===== src/hw/riaf_pkg.sv =====
// Package: constants shared by the input assembly framer and its testbench.
// Assumes a 20 MHz core clock and an Avalon-MM register bus with waitrequest.
package riaf_pkg;

	// Assembly instance selectors
	localparam logic [7:0] INST_BASIC      = 8'h64;
	localparam logic [7:0] INST_FRAGMENTED = 8'h65;

	// Frame geometry
	localparam int         HDR_BASIC       = 5;
	localparam int         HDR_FRAG        = 9;
	localparam logic [8:0] MAX_LEN_BASIC   = 9'h104;
	localparam logic [8:0] MAX_LEN_FRAG    = 9'h108;
	localparam logic [8:0] MIN_LEN         = 9'h001;
	localparam logic [7:0] MAX_RESULT_LEN  = 8'hff;

	// Register word offsets (byte addresses)
	localparam logic [5:0] REG_CTRL        = 6'h00;
	localparam logic [5:0] REG_FRAME_LEN   = 6'h04;
	localparam logic [5:0] REG_DEV_STATUS  = 6'h08;
	localparam logic [5:0] REG_FLAGS       = 6'h0c;
	localparam logic [5:0] REG_FRAGMENT    = 6'h10;
	localparam logic [5:0] REG_RESULT      = 6'h14;
	localparam logic [5:0] REG_DATA        = 6'h18;
	localparam logic [5:0] REG_EVENT       = 6'h1c;
	localparam logic [5:0] REG_STATUS      = 6'h20;

	// CTRL fields
	localparam int CTRL_ENABLE_BIT   = 0;
	localparam int CTRL_INST_LSB     = 8;
	localparam int CTRL_SEND_BIT     = 1;

	// Device status byte fields
	localparam int DS_OWNED_BIT      = 0;
	localparam int DS_CONFIG_BIT     = 2;
	localparam int DS_EXT_LSB        = 4;
	localparam logic [7:0] DS_MASK   = 8'hf5;

	// Flag byte fields, bit 0 up
	localparam int FL_STATUS_ACT     = 0;
	localparam int FL_USER_DATA      = 1;
	localparam int FL_MORE_RESULTS   = 2;
	localparam int FL_OVERFLOW       = 3;
	localparam int FL_NEW_RESULT     = 4;
	localparam int FL_WAIT_ACK       = 5;
	localparam logic [7:0] FL_MASK   = 8'h3f;

	// Handshake byte fields (fragmented layout)
	localparam int HS_ACCEPT_BIT     = 0;
	localparam int HS_REJECT_BIT     = 1;
	localparam int HS_ERR_LSB        = 4;

	// Event register bits: writing 1 inverts the matching toggle
	localparam int EV_NEW_RESULT     = 0;
	localparam int EV_ACCEPT         = 1;
	localparam int EV_REJECT         = 2;

	// Cyclic frame period
	localparam int CLK_HZ            = 20000000;
	localparam int CYCLE_US          = 100;
	localparam int CYCLE_CLKS        = (CYCLE_US * (CLK_HZ / 1000000));

	// Reset values
	localparam logic [8:0] RST_FRAME_LEN = 9'h00f;

endpackage


===== src/hw/riaf_fifo.sv =====
// Synchronous FIFO with valid/ready on both sides.
// Assumes a single clock and synchronous active-low reset.
module riaf_fifo #(
	parameter int WIDTH = 8,
	parameter int DEPTH = 8
) (
	input  wire logic             core_clk_in,
	input  wire logic             rst_n_in,
	input  wire logic [WIDTH-1:0] wr_data_in,
	input  wire logic             wr_valid_in,
	output logic                  wr_ready_out,
	output logic      [WIDTH-1:0] rd_data_out,
	output logic                  rd_valid_out,
	input  wire logic             rd_ready_in,
	output logic [$clog2(DEPTH):0] count_out
);
	localparam int AW = $clog2(DEPTH);

	logic [WIDTH-1:0] mem [DEPTH];
	logic [AW-1:0]    wr_ptr;
	logic [AW-1:0]    rd_ptr;
	logic [AW:0]      count;
	wire              push = wr_valid_in && wr_ready_out;
	wire              pop  = rd_valid_out && rd_ready_in;

	assign wr_ready_out = (count != (AW+1)'(DEPTH));
	assign rd_valid_out = (count != '0);
	assign rd_data_out  = mem[rd_ptr];
	assign count_out    = count;

	always_ff @(posedge core_clk_in) begin
		if (push) begin
			mem[wr_ptr] <= wr_data_in;
		end
	end

	always_ff @(posedge core_clk_in) begin
		if (!rst_n_in) begin
			wr_ptr <= '0;
			rd_ptr <= '0;
			count  <= '0;
		end else begin
			if (push) begin
				wr_ptr <= (wr_ptr == AW'(DEPTH - 1)) ? '0 : wr_ptr + 1'b1;
			end
			if (pop) begin
				rd_ptr <= (rd_ptr == AW'(DEPTH - 1)) ? '0 : rd_ptr + 1'b1;
			end
			count <= count + (AW+1)'(push) - (AW+1)'(pop);
		end
	end
endmodule // riaf_fifo


===== src/hw/riaf_cycle_timer.sv =====
// Divider giving a one-cycle pulse at the cyclic frame rate.
// Assumes the single core clock and synchronous active-low reset.
module riaf_cycle_timer #(
	parameter int PERIOD = 2000
) (
	input  wire logic core_clk_in,
	input  wire logic rst_n_in,
	input  wire logic run_in,
	output logic      tick_out
);
	logic [$clog2(PERIOD+1)-1:0] cnt;
	wire                         at_end = (cnt == ($clog2(PERIOD+1))'(PERIOD - 1));

	always_ff @(posedge core_clk_in) begin
		if (!rst_n_in || !run_in) begin
			cnt      <= '0;
			tick_out <= 1'b0;
		end else begin
			cnt      <= at_end ? '0 : cnt + 1'b1;
			tick_out <= at_end;
		end
	end
endmodule // riaf_cycle_timer


===== src/hw/riaf_framer.sv =====
// Input assembly framer: builds cyclic basic or fragmented frames, streamed byte-wise.
// Assumes an Avalon-MM master for software and a byte sink with ready on the frame side.
// Function
// - Device emits its input assembly cyclically toward the controller.
// - Basic and fragmented input instances selectable; third instance left out.
// - Basic frame length 1 to 260 bytes; frame cut at configured length.
// - Basic: status, result count, flags, result length low then high.
// - Flag bits: activation, user data, more results, overflow, toggle, wait ack.
// - Basic payload begins at frame byte 5, count set by length.
// - Fragmented: status, handshake, fragment fields, count, flags, length bytes 7-8.
// - Fragmented payload begins at frame byte 9, count set by length.
// - Any in-range length accepted; only fitting payload bytes are filled.
// - Status byte: owned bit 0, configured bit 2, extended state bits 4-7.
//
// The implementer's own choices: the placing of the registers and the Avalon-MM slave port.
module riaf_framer #(
	parameter int CYCLE_CLKS = riaf_pkg::CYCLE_CLKS,
	parameter int FIFO_DEPTH = 8
) (
	input  wire logic        core_clk_in,
	input  wire logic        rst_n_in,
	// Avalon-MM slave
	input  wire logic [5:0]  avs_address_in,
	input  wire logic        avs_read_in,
	input  wire logic        avs_write_in,
	input  wire logic [31:0] avs_writedata_in,
	input  wire logic [3:0]  avs_byteenable_in,
	output logic      [31:0] avs_readdata_out,
	output logic             avs_waitrequest_out,
	// Frame byte stream
	output logic      [7:0]  frame_data_out,
	output logic             frame_valid_out,
	output logic             frame_sop_out,
	output logic             frame_eop_out,
	input  wire logic        frame_ready_in
);
	typedef enum logic [1:0] {ST_IDLE, ST_HEAD, ST_DATA} riaf_state_type;

	// Software-owned registers and the sent frame counter
	logic        enable;
	logic        frag_mode;
	logic [8:0]  frame_len;
	logic [7:0]  dev_status;
	logic [7:0]  flags;
	logic        new_result_tgl;
	logic        accept_tgl;
	logic        reject_tgl;
	logic [3:0]  err_code;
	logic [7:0]  frag_num;
	logic [7:0]  frag_remain;
	logic [7:0]  frag_size;
	logic [7:0]  result_cnt;
	logic [15:0] result_len;
	logic [7:0]  payload [256];
	logic [7:0]  data_wptr;
	logic [15:0] frames_sent;

	// Frame builder state
	riaf_state_type state;
	logic [8:0]  byte_idx;
	logic [8:0]  cur_len;
	logic        cur_frag;
	logic [7:0]  cur_byte;
	logic        pend;
	logic        bus_ack;

	// FIFO wiring
	logic        fifo_ready;
	logic [9:0]  fifo_out;
	logic        fifo_valid;
	logic        tick;
	// Output stage pulls a byte when empty or when the sink takes the held one
	wire         out_take = fifo_valid && (!frame_valid_out || frame_ready_in);

	// Bus decode
	wire bus_req    = (avs_read_in || avs_write_in) && !bus_ack;
	wire wr_ctrl    = avs_write_in && bus_req && (avs_address_in == riaf_pkg::REG_CTRL);
	wire wr_len     = avs_write_in && bus_req && (avs_address_in == riaf_pkg::REG_FRAME_LEN);
	wire wr_dstat   = avs_write_in && bus_req && (avs_address_in == riaf_pkg::REG_DEV_STATUS);
	wire wr_flags   = avs_write_in && bus_req && (avs_address_in == riaf_pkg::REG_FLAGS);
	wire wr_frag    = avs_write_in && bus_req && (avs_address_in == riaf_pkg::REG_FRAGMENT);
	wire wr_result  = avs_write_in && bus_req && (avs_address_in == riaf_pkg::REG_RESULT);
	wire wr_data    = avs_write_in && bus_req && (avs_address_in == riaf_pkg::REG_DATA);
	wire wr_event   = avs_write_in && bus_req && (avs_address_in == riaf_pkg::REG_EVENT);
	wire [8:0] wlen = avs_writedata_in[8:0];
	wire [8:0] max_len = frag_mode ? riaf_pkg::MAX_LEN_FRAG : riaf_pkg::MAX_LEN_BASIC;
	// Out-of-range lengths are clamped rather than rejected
	wire [8:0] len_fix = (wlen < riaf_pkg::MIN_LEN) ? riaf_pkg::MIN_LEN :
	                     (wlen > max_len) ? max_len : wlen;

	logic [31:0] rd_mux;
	always_comb begin
		rd_mux = 32'h0;
		if (avs_address_in == riaf_pkg::REG_CTRL) begin
			rd_mux = {23'h0, frag_mode, 7'h0, enable};
		end else if (avs_address_in == riaf_pkg::REG_FRAME_LEN) begin
			rd_mux = {23'h0, frame_len};
		end else if (avs_address_in == riaf_pkg::REG_DEV_STATUS) begin
			rd_mux = {24'h0, dev_status};
		end else if (avs_address_in == riaf_pkg::REG_FLAGS) begin
			rd_mux = {16'h0, err_code, 1'b0, reject_tgl, accept_tgl, new_result_tgl,
			          flags};
		end else if (avs_address_in == riaf_pkg::REG_FRAGMENT) begin
			rd_mux = {8'h0, frag_size, frag_remain, frag_num};
		end else if (avs_address_in == riaf_pkg::REG_RESULT) begin
			rd_mux = {8'h0, result_cnt, result_len};
		end else if (avs_address_in == riaf_pkg::REG_STATUS) begin
			rd_mux = {frames_sent, 6'h0, (state != ST_IDLE), pend, data_wptr};
		end
	end

	// Each access answered one cycle after it is seen; waitrequest kept in a flop
	always_ff @(posedge core_clk_in) begin
		if (!rst_n_in) begin
			avs_waitrequest_out <= 1'b1;
			avs_readdata_out    <= 32'h0;
		end else begin
			avs_waitrequest_out <= !bus_req;
			avs_readdata_out    <= (avs_read_in && bus_req) ? rd_mux : avs_readdata_out;
		end
	end
	assign bus_ack = !avs_waitrequest_out;

	always_ff @(posedge core_clk_in) begin
		if (wr_data) begin
			payload[data_wptr] <= avs_writedata_in[7:0];
		end
	end

	always_ff @(posedge core_clk_in) begin
		if (!rst_n_in) begin
			enable         <= 1'b0;
			frag_mode      <= 1'b0;
			frame_len      <= riaf_pkg::RST_FRAME_LEN;
			dev_status     <= 8'h00;
			flags          <= 8'h00;
			new_result_tgl <= 1'b0;
			accept_tgl     <= 1'b0;
			reject_tgl     <= 1'b0;
			err_code       <= 4'h0;
			frag_num       <= 8'h00;
			frag_remain    <= 8'h00;
			frag_size      <= 8'h00;
			result_cnt     <= 8'h00;
			result_len     <= 16'h0;
			data_wptr      <= 8'h00;
		end else begin
			if (wr_ctrl) begin
				enable    <= avs_writedata_in[riaf_pkg::CTRL_ENABLE_BIT];
				frag_mode <= (avs_writedata_in[riaf_pkg::CTRL_INST_LSB +: 8] ==
				              riaf_pkg::INST_FRAGMENTED);
			end
			if (wr_len) begin
				frame_len <= len_fix;
			end
			if (wr_dstat) begin
				dev_status <= avs_writedata_in[7:0] & riaf_pkg::DS_MASK;
			end
			if (wr_flags) begin
				flags    <= avs_writedata_in[7:0] & riaf_pkg::FL_MASK & ~8'h10;
				err_code <= avs_writedata_in[15:12];
			end
			if (wr_frag) begin
				frag_num    <= avs_writedata_in[7:0];
				frag_remain <= avs_writedata_in[15:8];
				frag_size   <= avs_writedata_in[23:16];
			end
			if (wr_result) begin
				result_len <= avs_writedata_in[15:0];
				result_cnt <= avs_writedata_in[23:16];
				data_wptr  <= 8'h00;
			end else if (wr_data) begin
				data_wptr <= data_wptr + 8'h01;
			end
			if (wr_event) begin
				new_result_tgl <= new_result_tgl ^ avs_writedata_in[riaf_pkg::EV_NEW_RESULT];
				accept_tgl     <= accept_tgl ^ avs_writedata_in[riaf_pkg::EV_ACCEPT];
				reject_tgl     <= reject_tgl ^ avs_writedata_in[riaf_pkg::EV_REJECT];
			end
		end
	end

	// Frame content selection
	wire [7:0] flag_byte = {2'b00, flags[5], new_result_tgl, flags[3:0]};
	wire [7:0] hs_byte   = {err_code, 2'b00, reject_tgl, accept_tgl};
	wire [8:0] hdr_len   = cur_frag ? 9'(riaf_pkg::HDR_FRAG) : 9'(riaf_pkg::HDR_BASIC);
	wire [8:0] pay_idx   = byte_idx - hdr_len;

	always_comb begin
		cur_byte = payload[pay_idx[7:0]];
		if (!cur_frag) begin
			if (byte_idx == 9'd0) begin
				cur_byte = dev_status;
			end else if (byte_idx == 9'd1) begin
				cur_byte = result_cnt;
			end else if (byte_idx == 9'd2) begin
				cur_byte = flag_byte;
			end else if (byte_idx == 9'd3) begin
				cur_byte = result_len[7:0];
			end else if (byte_idx == 9'd4) begin
				cur_byte = result_len[15:8];
			end
		end else begin
			if (byte_idx == 9'd0) begin
				cur_byte = dev_status;
			end else if (byte_idx == 9'd1) begin
				cur_byte = hs_byte;
			end else if (byte_idx == 9'd2) begin
				cur_byte = frag_num;
			end else if (byte_idx == 9'd3) begin
				cur_byte = frag_remain;
			end else if (byte_idx == 9'd4) begin
				cur_byte = frag_size;
			end else if (byte_idx == 9'd5) begin
				cur_byte = result_cnt;
			end else if (byte_idx == 9'd6) begin
				cur_byte = flag_byte;
			end else if (byte_idx == 9'd7) begin
				cur_byte = result_len[7:0];
			end else if (byte_idx == 9'd8) begin
				cur_byte = result_len[15:8];
			end
		end
	end

	riaf_cycle_timer #(
		.PERIOD (CYCLE_CLKS)
	) u_timer (
		.core_clk_in (core_clk_in),
		.rst_n_in    (rst_n_in),
		.run_in      (enable),
		.tick_out    (tick)
	);

	wire last_byte = (byte_idx == cur_len - 9'd1);
	wire push      = (state != ST_IDLE) && fifo_ready;

	// A tick during a busy frame is remembered; further ticks in the same frame merge into it
	always_ff @(posedge core_clk_in) begin
		if (!rst_n_in) begin
			state       <= ST_IDLE;
			byte_idx    <= 9'd0;
			cur_len     <= riaf_pkg::RST_FRAME_LEN;
			cur_frag    <= 1'b0;
			pend        <= 1'b0;
			frames_sent <= 16'h0;
		end else begin
			pend <= tick || (pend && state != ST_IDLE);
			case (state)
				ST_IDLE: begin
					if (pend || tick) begin
						cur_len  <= frame_len;
						cur_frag <= frag_mode;
						byte_idx <= 9'd0;
						state    <= ST_HEAD;
						pend     <= pend && tick; // Fresh tick outlives the consumed one
					end
				end
				ST_HEAD, ST_DATA: begin
					if (push) begin
						byte_idx <= byte_idx + 9'd1;
						state    <= (byte_idx + 9'd1 >= hdr_len) ? ST_DATA : ST_HEAD;
						if (last_byte) begin
							state       <= ST_IDLE;
							frames_sent <= frames_sent + 16'h1;
						end
					end
				end
				default: state <= ST_IDLE;
			endcase
		end
	end

	riaf_fifo #(
		.WIDTH (10),
		.DEPTH (FIFO_DEPTH)
	) u_fifo (
		.core_clk_in  (core_clk_in),
		.rst_n_in     (rst_n_in),
		.wr_data_in   ({(byte_idx == 9'd0), last_byte, cur_byte}),
		.wr_valid_in  (state != ST_IDLE),
		.wr_ready_out (fifo_ready),
		.rd_data_out  (fifo_out),
		.rd_valid_out (fifo_valid),
		.rd_ready_in  (out_take),
		.count_out    ()
	);

	// Output register stage; stalls when the sink holds ready low
	always_ff @(posedge core_clk_in) begin
		if (!rst_n_in) begin
			frame_valid_out <= 1'b0;
			frame_data_out  <= 8'h00;
			frame_sop_out   <= 1'b0;
			frame_eop_out   <= 1'b0;
		end else if (!frame_valid_out || frame_ready_in) begin
			frame_valid_out <= fifo_valid;
			// Stale FIFO words must not raise markers while empty
			frame_sop_out   <= fifo_valid && fifo_out[9];
			frame_eop_out   <= fifo_valid && fifo_out[8];
			frame_data_out  <= fifo_out[7:0];
		end
	end
endmodule // riaf_framer


===== config.mk =====
export PLATFORM = sky130hd
export DESIGN_NAME = riaf_framer
export DESIGN_NICKNAME = d
export VERILOG_FILES = /design/src/hw/riaf_pkg.sv /design/src/hw/riaf_fifo.sv /design/src/hw/riaf_cycle_timer.sv /design/src/hw/riaf_framer.sv
export SDC_FILE = /design/constraint.sdc
export NUM_CORES = 2
export LEC_CHECK = 0
export BUFFER_PORTS_ARGS = -buffer_cell sky130_fd_sc_hd__buf_2
export CAP_MARGIN = 15
export CORE_MARGIN = 2
export CORE_UTILIZATION = 57
export DETAILED_ROUTE_END_ITERATION = 12
export GPL_ROUTABILITY_DRIVEN = 1
export HOLD_SLACK_MARGIN = 0.12
export PLACE_DENSITY = 0.76
export SKIP_LAST_GASP = 1
export SLEW_MARGIN = 10
export SYNTH_ARGS = -nofsm -noshare
export SYNTH_HDL_FRONTEND = slang
export SYNTH_SLANG_ARGS = --single-unit
export TNS_END_PERCENT = 30

===== constraint.sdc =====
create_clock -name core_clk_in -period 3.5 [get_ports core_clk_in]
set_clock_uncertainty 0.1 [all_clocks]
set_input_delay 0.7 -clock core_clk_in [delete_from_list [all_inputs] [get_ports core_clk_in]]
set_output_delay 0.7 -clock core_clk_in [all_outputs]
set_load 0.01 [all_outputs]

== Word level (Yosys, flattened, before mapping) ==
Memories as Yosys holds them, arrays and structs flattened. A register that Yosys moved wholly into a read port is not among the register bits.
Index checks and enable logic that the tools add are counted.

* Input bits: 47
* Bits in writable memories: 2128
* Memories kept: 2
* Output and inout bits: 44
* Word-level logic and storage cells: 161
* Flip-flop bits (word level): 189

{| class="wikitable"
|+ Memories
! name !! words !! bits a word !! rd ports !! clocked after memory_dff !! wr ports !! line !! source
|-
| payload || 256 || 8 || 1 || 0 || 1 || riaf_framer.sv:54 || <nowiki>logic [7:0] payload [256];</nowiki>
|-
| u_fifo.mem || 8 || 10 || 1 || 1 || 1 || riaf_fifo.sv:19 || <nowiki>logic [WIDTH-1:0] mem [DEPTH];</nowiki>
|}

* Reductions and logical operators: 40
* Equal/unequal tests: 26
* Bitwise operators: 4
* $add $sub $neg: 10
* Multiplexer cells: 44
* Magnitude comparators: 3

{| class="wikitable"
|+ Operators with widths
! operator !! count
|-
| 32-bit two-way mux || 7
|-
| 8-bit two-way mux || 15
|-
| 9-bit by 3-bit == test with 1-bit output (second input constant) || 4
|-
| 9-bit two-way mux || 4
|-
| 6-bit by 5-bit == test with 1-bit output (second input constant) || 4
|-
| 9-bit by 2-bit == test with 1-bit output (second input constant) || 2
|-
| 1-bit logical AND || 18
|-
| 9-bit case mux with 2 select lines || 1
|-
| 16-bit by 1-bit adder with 16-bit output (second input constant) || 1
|-
| 6-bit by 4-bit == test with 1-bit output (second input constant) || 2
|-
| 3-bit two-way mux || 4
|-
| 11-bit by 1-bit adder with 11-bit output (second input constant) || 1
|-
| 11-bit == test (second input constant) || 1
|-
| 9-bit by 1-bit adder with 9-bit output (second input constant) || 1
|-
| 9-bit by 1-bit == test with 1-bit output (second input constant) || 1
|-
| 9-bit by 4-bit == test with 1-bit output (second input constant) || 1
|-
| 9-bit == test || 1
|-
| 9-bit by 4-bit >= comparator with 1-bit output || 1
|-
| 9-bit > comparator || 1
|-
| 9-bit zero test || 1
|-
| 9-bit by 1-bit less-than comparator with 1-bit output (second input constant) || 1
|-
| 9-bit by 1-bit subtractor with 9-bit output (second input constant) || 1
|-
| 8-bit by 1-bit adder with 8-bit output (second input constant) || 1
|-
| 8-bit by 7-bit == test with 1-bit output (second input constant) || 1
|-
| other kinds (27) || 52
|}

== Longest topological paths before layout ==
An unclocked memory read counts as a cell.

* Word-level depth: 13
* Depth in mapped cells: 16
* Depth with buffers taken out: 12

== Hierarchy ==
Synthesis repeated with hierarchy kept, for this count alone.

* Cell total of the unflattened synthesis: 5385
* Area, all modules: 93081.8 µm²

{| class="wikitable"
|+ Modules (own cells, without submodules)
! module !! sequential area each (µm²) !! area an instance (µm²) !! cells an instance !! instances
|-
| riaf_framer || 64842.2 || 88773.9 || 5132 || 1
|-
| riaf_fifo || 2662.6 || 3782.4 || 195 || 1
|-
| riaf_cycle_timer || 240.2 || 525.5 || 58 || 1
|}

== Worst setup path before layout ==
OpenSTA, ideal clock, no wires.

* Kind: reg-to-reg
* Start point: register cur_frag
* End point: memory u_fifo.mem[0][5] (data pin)
* Setup slack: -305 ps
* Setup time: 283 ps
* Buffers on the path: 3
* Cell stages (with the launch flop): 12
* Required time: 3117 ps
* Clock period less this slack: 3805 ps
* Data arrival time: 3422 ps
* Cell sequence: dfxtp_1 clkbuf_1 inv_1 ha_1 and2_1 buf_2 o41a_1 nor2_2 buf_2 a31oi_1 mux4_2 o311ai_1

* Cells in the longest elaborated chain, start to end: 13
* Elaborated cells on any way between the ends: 18
* Those cells by class: 1 x add/sub; 16 x mux; 1 x memory

{| class="wikitable"
|+ RTL lines
! what !! line !! source
|-
| from (decl) || riaf_framer.sv:62 || <nowiki>logic cur_frag;</nowiki>
|-
| from (signal assigned) || riaf_framer.sv:253 || <nowiki>cur_frag <= frag_mode;</nowiki>
|-
| 4-bit two-way mux || riaf_framer.sv:186 || <nowiki>wire [8:0] hdr_len = cur_frag ? 9'(riaf_pkg::HDR_FRAG) : 9'(riaf_pkg::HDR_BASIC);</nowiki>
|-
| 8-bit by 4-bit subtractor with 8-bit output || riaf_framer.sv:187 || <nowiki>wire [8:0] pay_idx = byte_idx - hdr_len;</nowiki>
|-
| memory 256 x 8 bit || n/a ||
|-
| 8-bit two-way mux || riaf_framer.sv:220 || <nowiki>end else if (byte_idx == 9'd8) begin</nowiki>
|-
| 8-bit two-way mux || riaf_framer.sv:218 || <nowiki>end else if (byte_idx == 9'd7) begin</nowiki>
|-
| 8-bit two-way mux || riaf_framer.sv:216 || <nowiki>end else if (byte_idx == 9'd6) begin</nowiki>
|-
| 8-bit two-way mux || riaf_framer.sv:214 || <nowiki>end else if (byte_idx == 9'd5) begin</nowiki>
|-
| 8-bit two-way mux || riaf_framer.sv:212 || <nowiki>end else if (byte_idx == 9'd4) begin</nowiki>
|-
| 8-bit two-way mux || riaf_framer.sv:210 || <nowiki>end else if (byte_idx == 9'd3) begin</nowiki>
|-
| 8-bit two-way mux || riaf_framer.sv:208 || <nowiki>end else if (byte_idx == 9'd2) begin</nowiki>
|-
| 8-bit two-way mux || riaf_framer.sv:206 || <nowiki>end else if (byte_idx == 9'd1) begin</nowiki>
|-
| 8-bit two-way mux || riaf_framer.sv:204 || <nowiki>if (byte_idx == 9'd0) begin</nowiki>
|-
| 8-bit two-way mux * || riaf_framer.sv:191 || <nowiki>if (!cur_frag) begin</nowiki>
|-
| via cur_byte[5] || riaf_framer.sv:63 || <nowiki>logic [7:0] cur_byte;</nowiki>
|-
| to (decl) || riaf_fifo.sv:19 ||
|}

The timed path passes the listed nets; every way through them passes the cells marked *.

== Worst setup path after layout ==
* Start point: register cur_frag
* End point: memory u_fifo.mem[0][6] (data pin)

Same word-level chain as after synthesis.

==> impl_metrics.csv <==
group,metric,value,unit
outcome,run_status,"finished with violations",
outcome,violations,"negative setup slack",
worst_setup_path,worstRegToRegCells,16,
floorplan,top_level_ports,91,
timing,worstMarginPinSlew,1210,ps
synthesis,number_of_synthesized_register_bits,2320,
timing,post-route-period-util,115,%
global_route,grt_pass1_vias,55500,
synthesis,postSynth.asyncResetShare,0,%
power,vdd.ir_drop.worst,550,uV
global_route,antenna_found_initial,8,
floorplan,die_y,408,um
worst_setup_path,cp.required,4040,ps
synthesis,syn-instance-count,5222,
synthesis,synth_top_cells_by_area,"edfxtp_1, mux4_2, dfxtp_1",
global_route,grt_overflow_total,0,
placement,io_buffers,78,
power,netSwitchingFraction,23.4,%
route,dr_total_vias,56600,
route,vias_per_cell,6.69,
timing,maximum_clock_frequency,248,MHz
synthesis,synth_enable_flop_cells,2128,
worst_setup_path,arrival_time_worst_endpoint,4580,ps
placement,dp.cells,7944,
job,max_cap_violations,0,
timing,setup_ws,-536,ps
global_route,total_track_usage,32.1,%
route,drcViolationCount,0,
power,internal-power,47.2,mW
cts,cts_sinks,2320,
timing,report.final.hold_viol_count,0,
cts,clock_tree.buffer_depth,3,
synthesis,netlist.top_cell.by_area,"edfxtp_1",
hold_path,hold-path-cell-count,3,
floorplan,std_cell_rows,148,
power,p_sw,14.4,mW
floorplan,core_region_area,163000,um^2
timing,timing.final.crit_period,4040,ps
synthesis,synth_top_area_share,68.5,%
route,drt-pass1-iter-count,8,
floorplan,start_util,57.3,%
power,cell_leakage_power,36.6,nW
timing,slew-limit-headroom,19.5,%
final_layout,post_route_cells_drive_above_1_share,31.8,%
cts,htreeDepth,4,
cts,number_of_buffers_created_by_cts,220,
timing,setup_viol,64,
timing,finalMaxSlewViolations,0,
floorplan,design.die.area,167000,um^2
synthesis,synth_cell_types,94,
timing,rsz0062_at_grt,"true",
power,p_clk_share,39.4,%
cts,cts-root-buf,"clkbuf_16",
cts,tritoncts,"yes",
synthesis,seq_area_frac_synth,72.7,%
global_route,grt_max_degree,199,
power,gate_power_share,10.9,%
synthesis,synth_nets,5299,
worst_setup_path,cp-start-kind,"flip-flop",
synthesis,syn-cell-area,93200,um^2
route,routed_wire_length,274000,um
route,avgRoutedWirePerCell,32.4,um
placement,detailedPlacementHpwl,161000,um
floorplan,die_width,408,um
timing,hold_ws,186,ps
hold_path,min-delay-path-class,"in2reg",
worst_setup_path,path_class,"reg2reg",
power,power.share.sequential,49.6,%
power,cellPowerDensity,553,nW/um^2
final_layout,area_delta_synth_final,19.5,%
worst_setup_path,crit_path_end_kind,"flip-flop",
synthesis,synth_warn,0,
final_layout,nets,6161,
final_layout,finalNonFillerCells,8452,
route,first_iter_violations,9299,
placement,finalWeightedCongestion,0.997,
cts,clkSlewWorstSetupHoldPaths,60,ps
cts,clkLatencyLatePin,890,ps
route,route.antenna.remaining_nets,0,
timing,fin_setup_tns,-21840,ps
synthesis,syn_avg_cell_area,17.9,um^2
synthesis,synthFlopType,"edfxtp_1",
worst_setup_path,max_fo_critical_path,17,
global_route,global_route_wire_length_before_repair,386000,um
[logic make-up (layout without fill, tap and decap cells)]
| group | after synthesis | after routing | synth area share [%] |
|---|---|---|---|
| buffers and inverters | 363 | 1411 | 2.05 |
| other | 0 | 6 | 0 |
| DFF | 2320 | 2320 | 72.7 |
| muxes | 647 | 647 | 14.5 |
| xor gates and xnor gates | 48 | 48 | 0.487 |
| AOI/OAI and AO/OA | 475 | 475 | 3.62 |
| adders and majority gates | 30 | 30 | 0.411 |
| and+or+nand+nor | 1339 | 1340 | 6.29 |
[repair_timing]
item | in CTS | in global routing
pin swaps | 35 | 33
cloned | 11 | 7
endpoints found under the setup margin | 64 | 64
hold buffers | 23 | 0
buffers inserted | 47 | 14
resized for setup | 137 | 70
hold endpoints to repair | 49 | 0
[metal layers]
metal | routed length (um) | global-route usage, % | share of wire, %
met5 | 75 | 0 | 0.027
met4 | 17400 | 16.6 | 6.4
met3 | 32500 | 7.92 | 12
met2 | 129000 | 50.1 | 47
met1 | 94800 | 42.3 | 35
[stage by stage]
step | power (mW) | utilization (%) | worst slack, ps | instance area [um^2]
2_1_floorplan | 34.7 | - | -34.8 | 93300
3_3_place_gp | 37.0 | 62.6 | -927 | 102000
3_5_place_dp | 37.1 | 62.6 | -886 | 102000
4_1_cts | 61.4 | 68.2 | -282 | 111000
5_1_grt | 63.0 | 68.5 | -557 | 111000
6_report | 61.6 | 68.5 | -536 | 111000
[worst max-delay path: stages, from the launching register on]
cell	delay, ps
dfxtp_4	370
buf_6	100
inv_4	30
ha_4	250
o211a_4	180
a211oi_4	270
buf_4	160
buf_6	120
buf_12	170
and3_1	270
a311oi_1	100
a311oi_1	810
a311oi_1	210
nor3_1	250
buf_4	170
o31ai_4	60
buf_12	150
[flip-flops by register name, summed over array words and instances (netlist names), 2 cells and up, named ones only]
register,flops
payload,2048
u_fifo.count_out,4
data_wptr,8
frag_remain,8
u_fifo.rd_ptr,3
err_code,4
u_fifo.mem,80
u_fifo.wr_ptr,3
frag_num,8
frame_len,9
frames_sent,16
flags,5
avs_readdata_out,32
frag_size,8
frame_data_out,8
dev_status,6
byte_idx,9
u_timer.cnt,11
result_cnt,8
result_len,16
cur_len,9
state,2
[final timing paths]
check	startpoint	slack, ps	to
hold reg to reg	avs_readdata_out[28]$_SDFFE_PN0P_	350	avs_readdata_out[28]$_SDFFE_PN0P_
setup / recovery	cur_frag$_SDFFE_PN0P_	-540	u_fifo.mem[0][6]$_DFFE_PP_
setup reg to reg	cur_frag$_SDFFE_PN0P_	-540	u_fifo.mem[0][6]$_DFFE_PP_
hold / removal	avs_address_in[2]	190	avs_readdata_out[1]$_SDFFE_PN0P_
[synthesized netlist by cell type, drive strengths merged, types with 5 or more instances]
library cell,number
o311ai,5
a31oi,28
a211oi,38
buf,186
o22ai,14
nand3,134
nor3,42
nor4,11
o21ai,58
or3,12
a222oi,18
mux2i,78
and2,14
xor2,24
inv,30
a22oi,19
o211ai,12
nor2,419
a311oi,56
a21oi,149
or4,9
a221o,6
xnor2,24
nor3b,8
o2111ai,11
edfxtp,2128
ha,29
and3,68
nor2b,15
clkbuf,146
nand2,566
mux2,10
a221oi,12
nand4,11
a2111oi,11
dfxtp,192
mux4,559
nor4b,8
nand2b,12
[power groups by stage]
stage	clock network (mW)	registers, mW	logic (mW)
3_3_place_gp	0	31.1	5.88
2_1_floorplan	0	31.1	3.59
3_5_place_dp	0	31.2	5.99
6_report	24.3	30.6	6.74
4_1_cts	24.3	30.6	6.49
5_1_grt	25.4	30.6	7.02
[cells in the final DEF, fill, tap and decap left out, types with 15 or more instances in the layout]
| master | instances |
|---|---|
| clkinv_1 | 48 |
| nand3_1 | 117 |
| dlygate4sd3_1 | 23 |
| xor2_1 | 22 |
| bufinv_16 | 27 |
| a211oi_1 | 27 |
| nor2_1 | 413 |
| xnor2_1 | 22 |
| and3_1 | 63 |
| a21oi_1 | 142 |
| inv_1 | 27 |
| buf_2 | 70 |
| mux4_2 | 557 |
| edfxtp_1 | 2128 |
| nor2b_1 | 15 |
| a22oi_1 | 19 |
| buf_4 | 723 |
| nand2_1 | 562 |
| clkinv_2 | 39 |
| ha_1 | 26 |
| clkbuf_16 | 232 |
| nor3_1 | 38 |
| a31oi_1 | 20 |
| nand3_2 | 16 |
| a311oi_2 | 18 |
| buf_6 | 37 |
| dfxtp_1 | 189 |
| a311oi_1 | 30 |
| mux2i_1 | 68 |
| o21ai_0 | 45 |
| a222oi_1 | 18 |
| clkbuf_1 | 42 |
| buf_12 | 78 |
[cell type report]
cell class	count	area, um^2
sequential	2320	67800
fill	9797	51200
multi-input combinational	2540	24600
timing repair buffer	971	8870
clock buffer	269	5820
tap	2175	2720
clock inverter	140	1500
inverter	31	134
antenna	6	15.0
(Power assumes the default switching activity.)
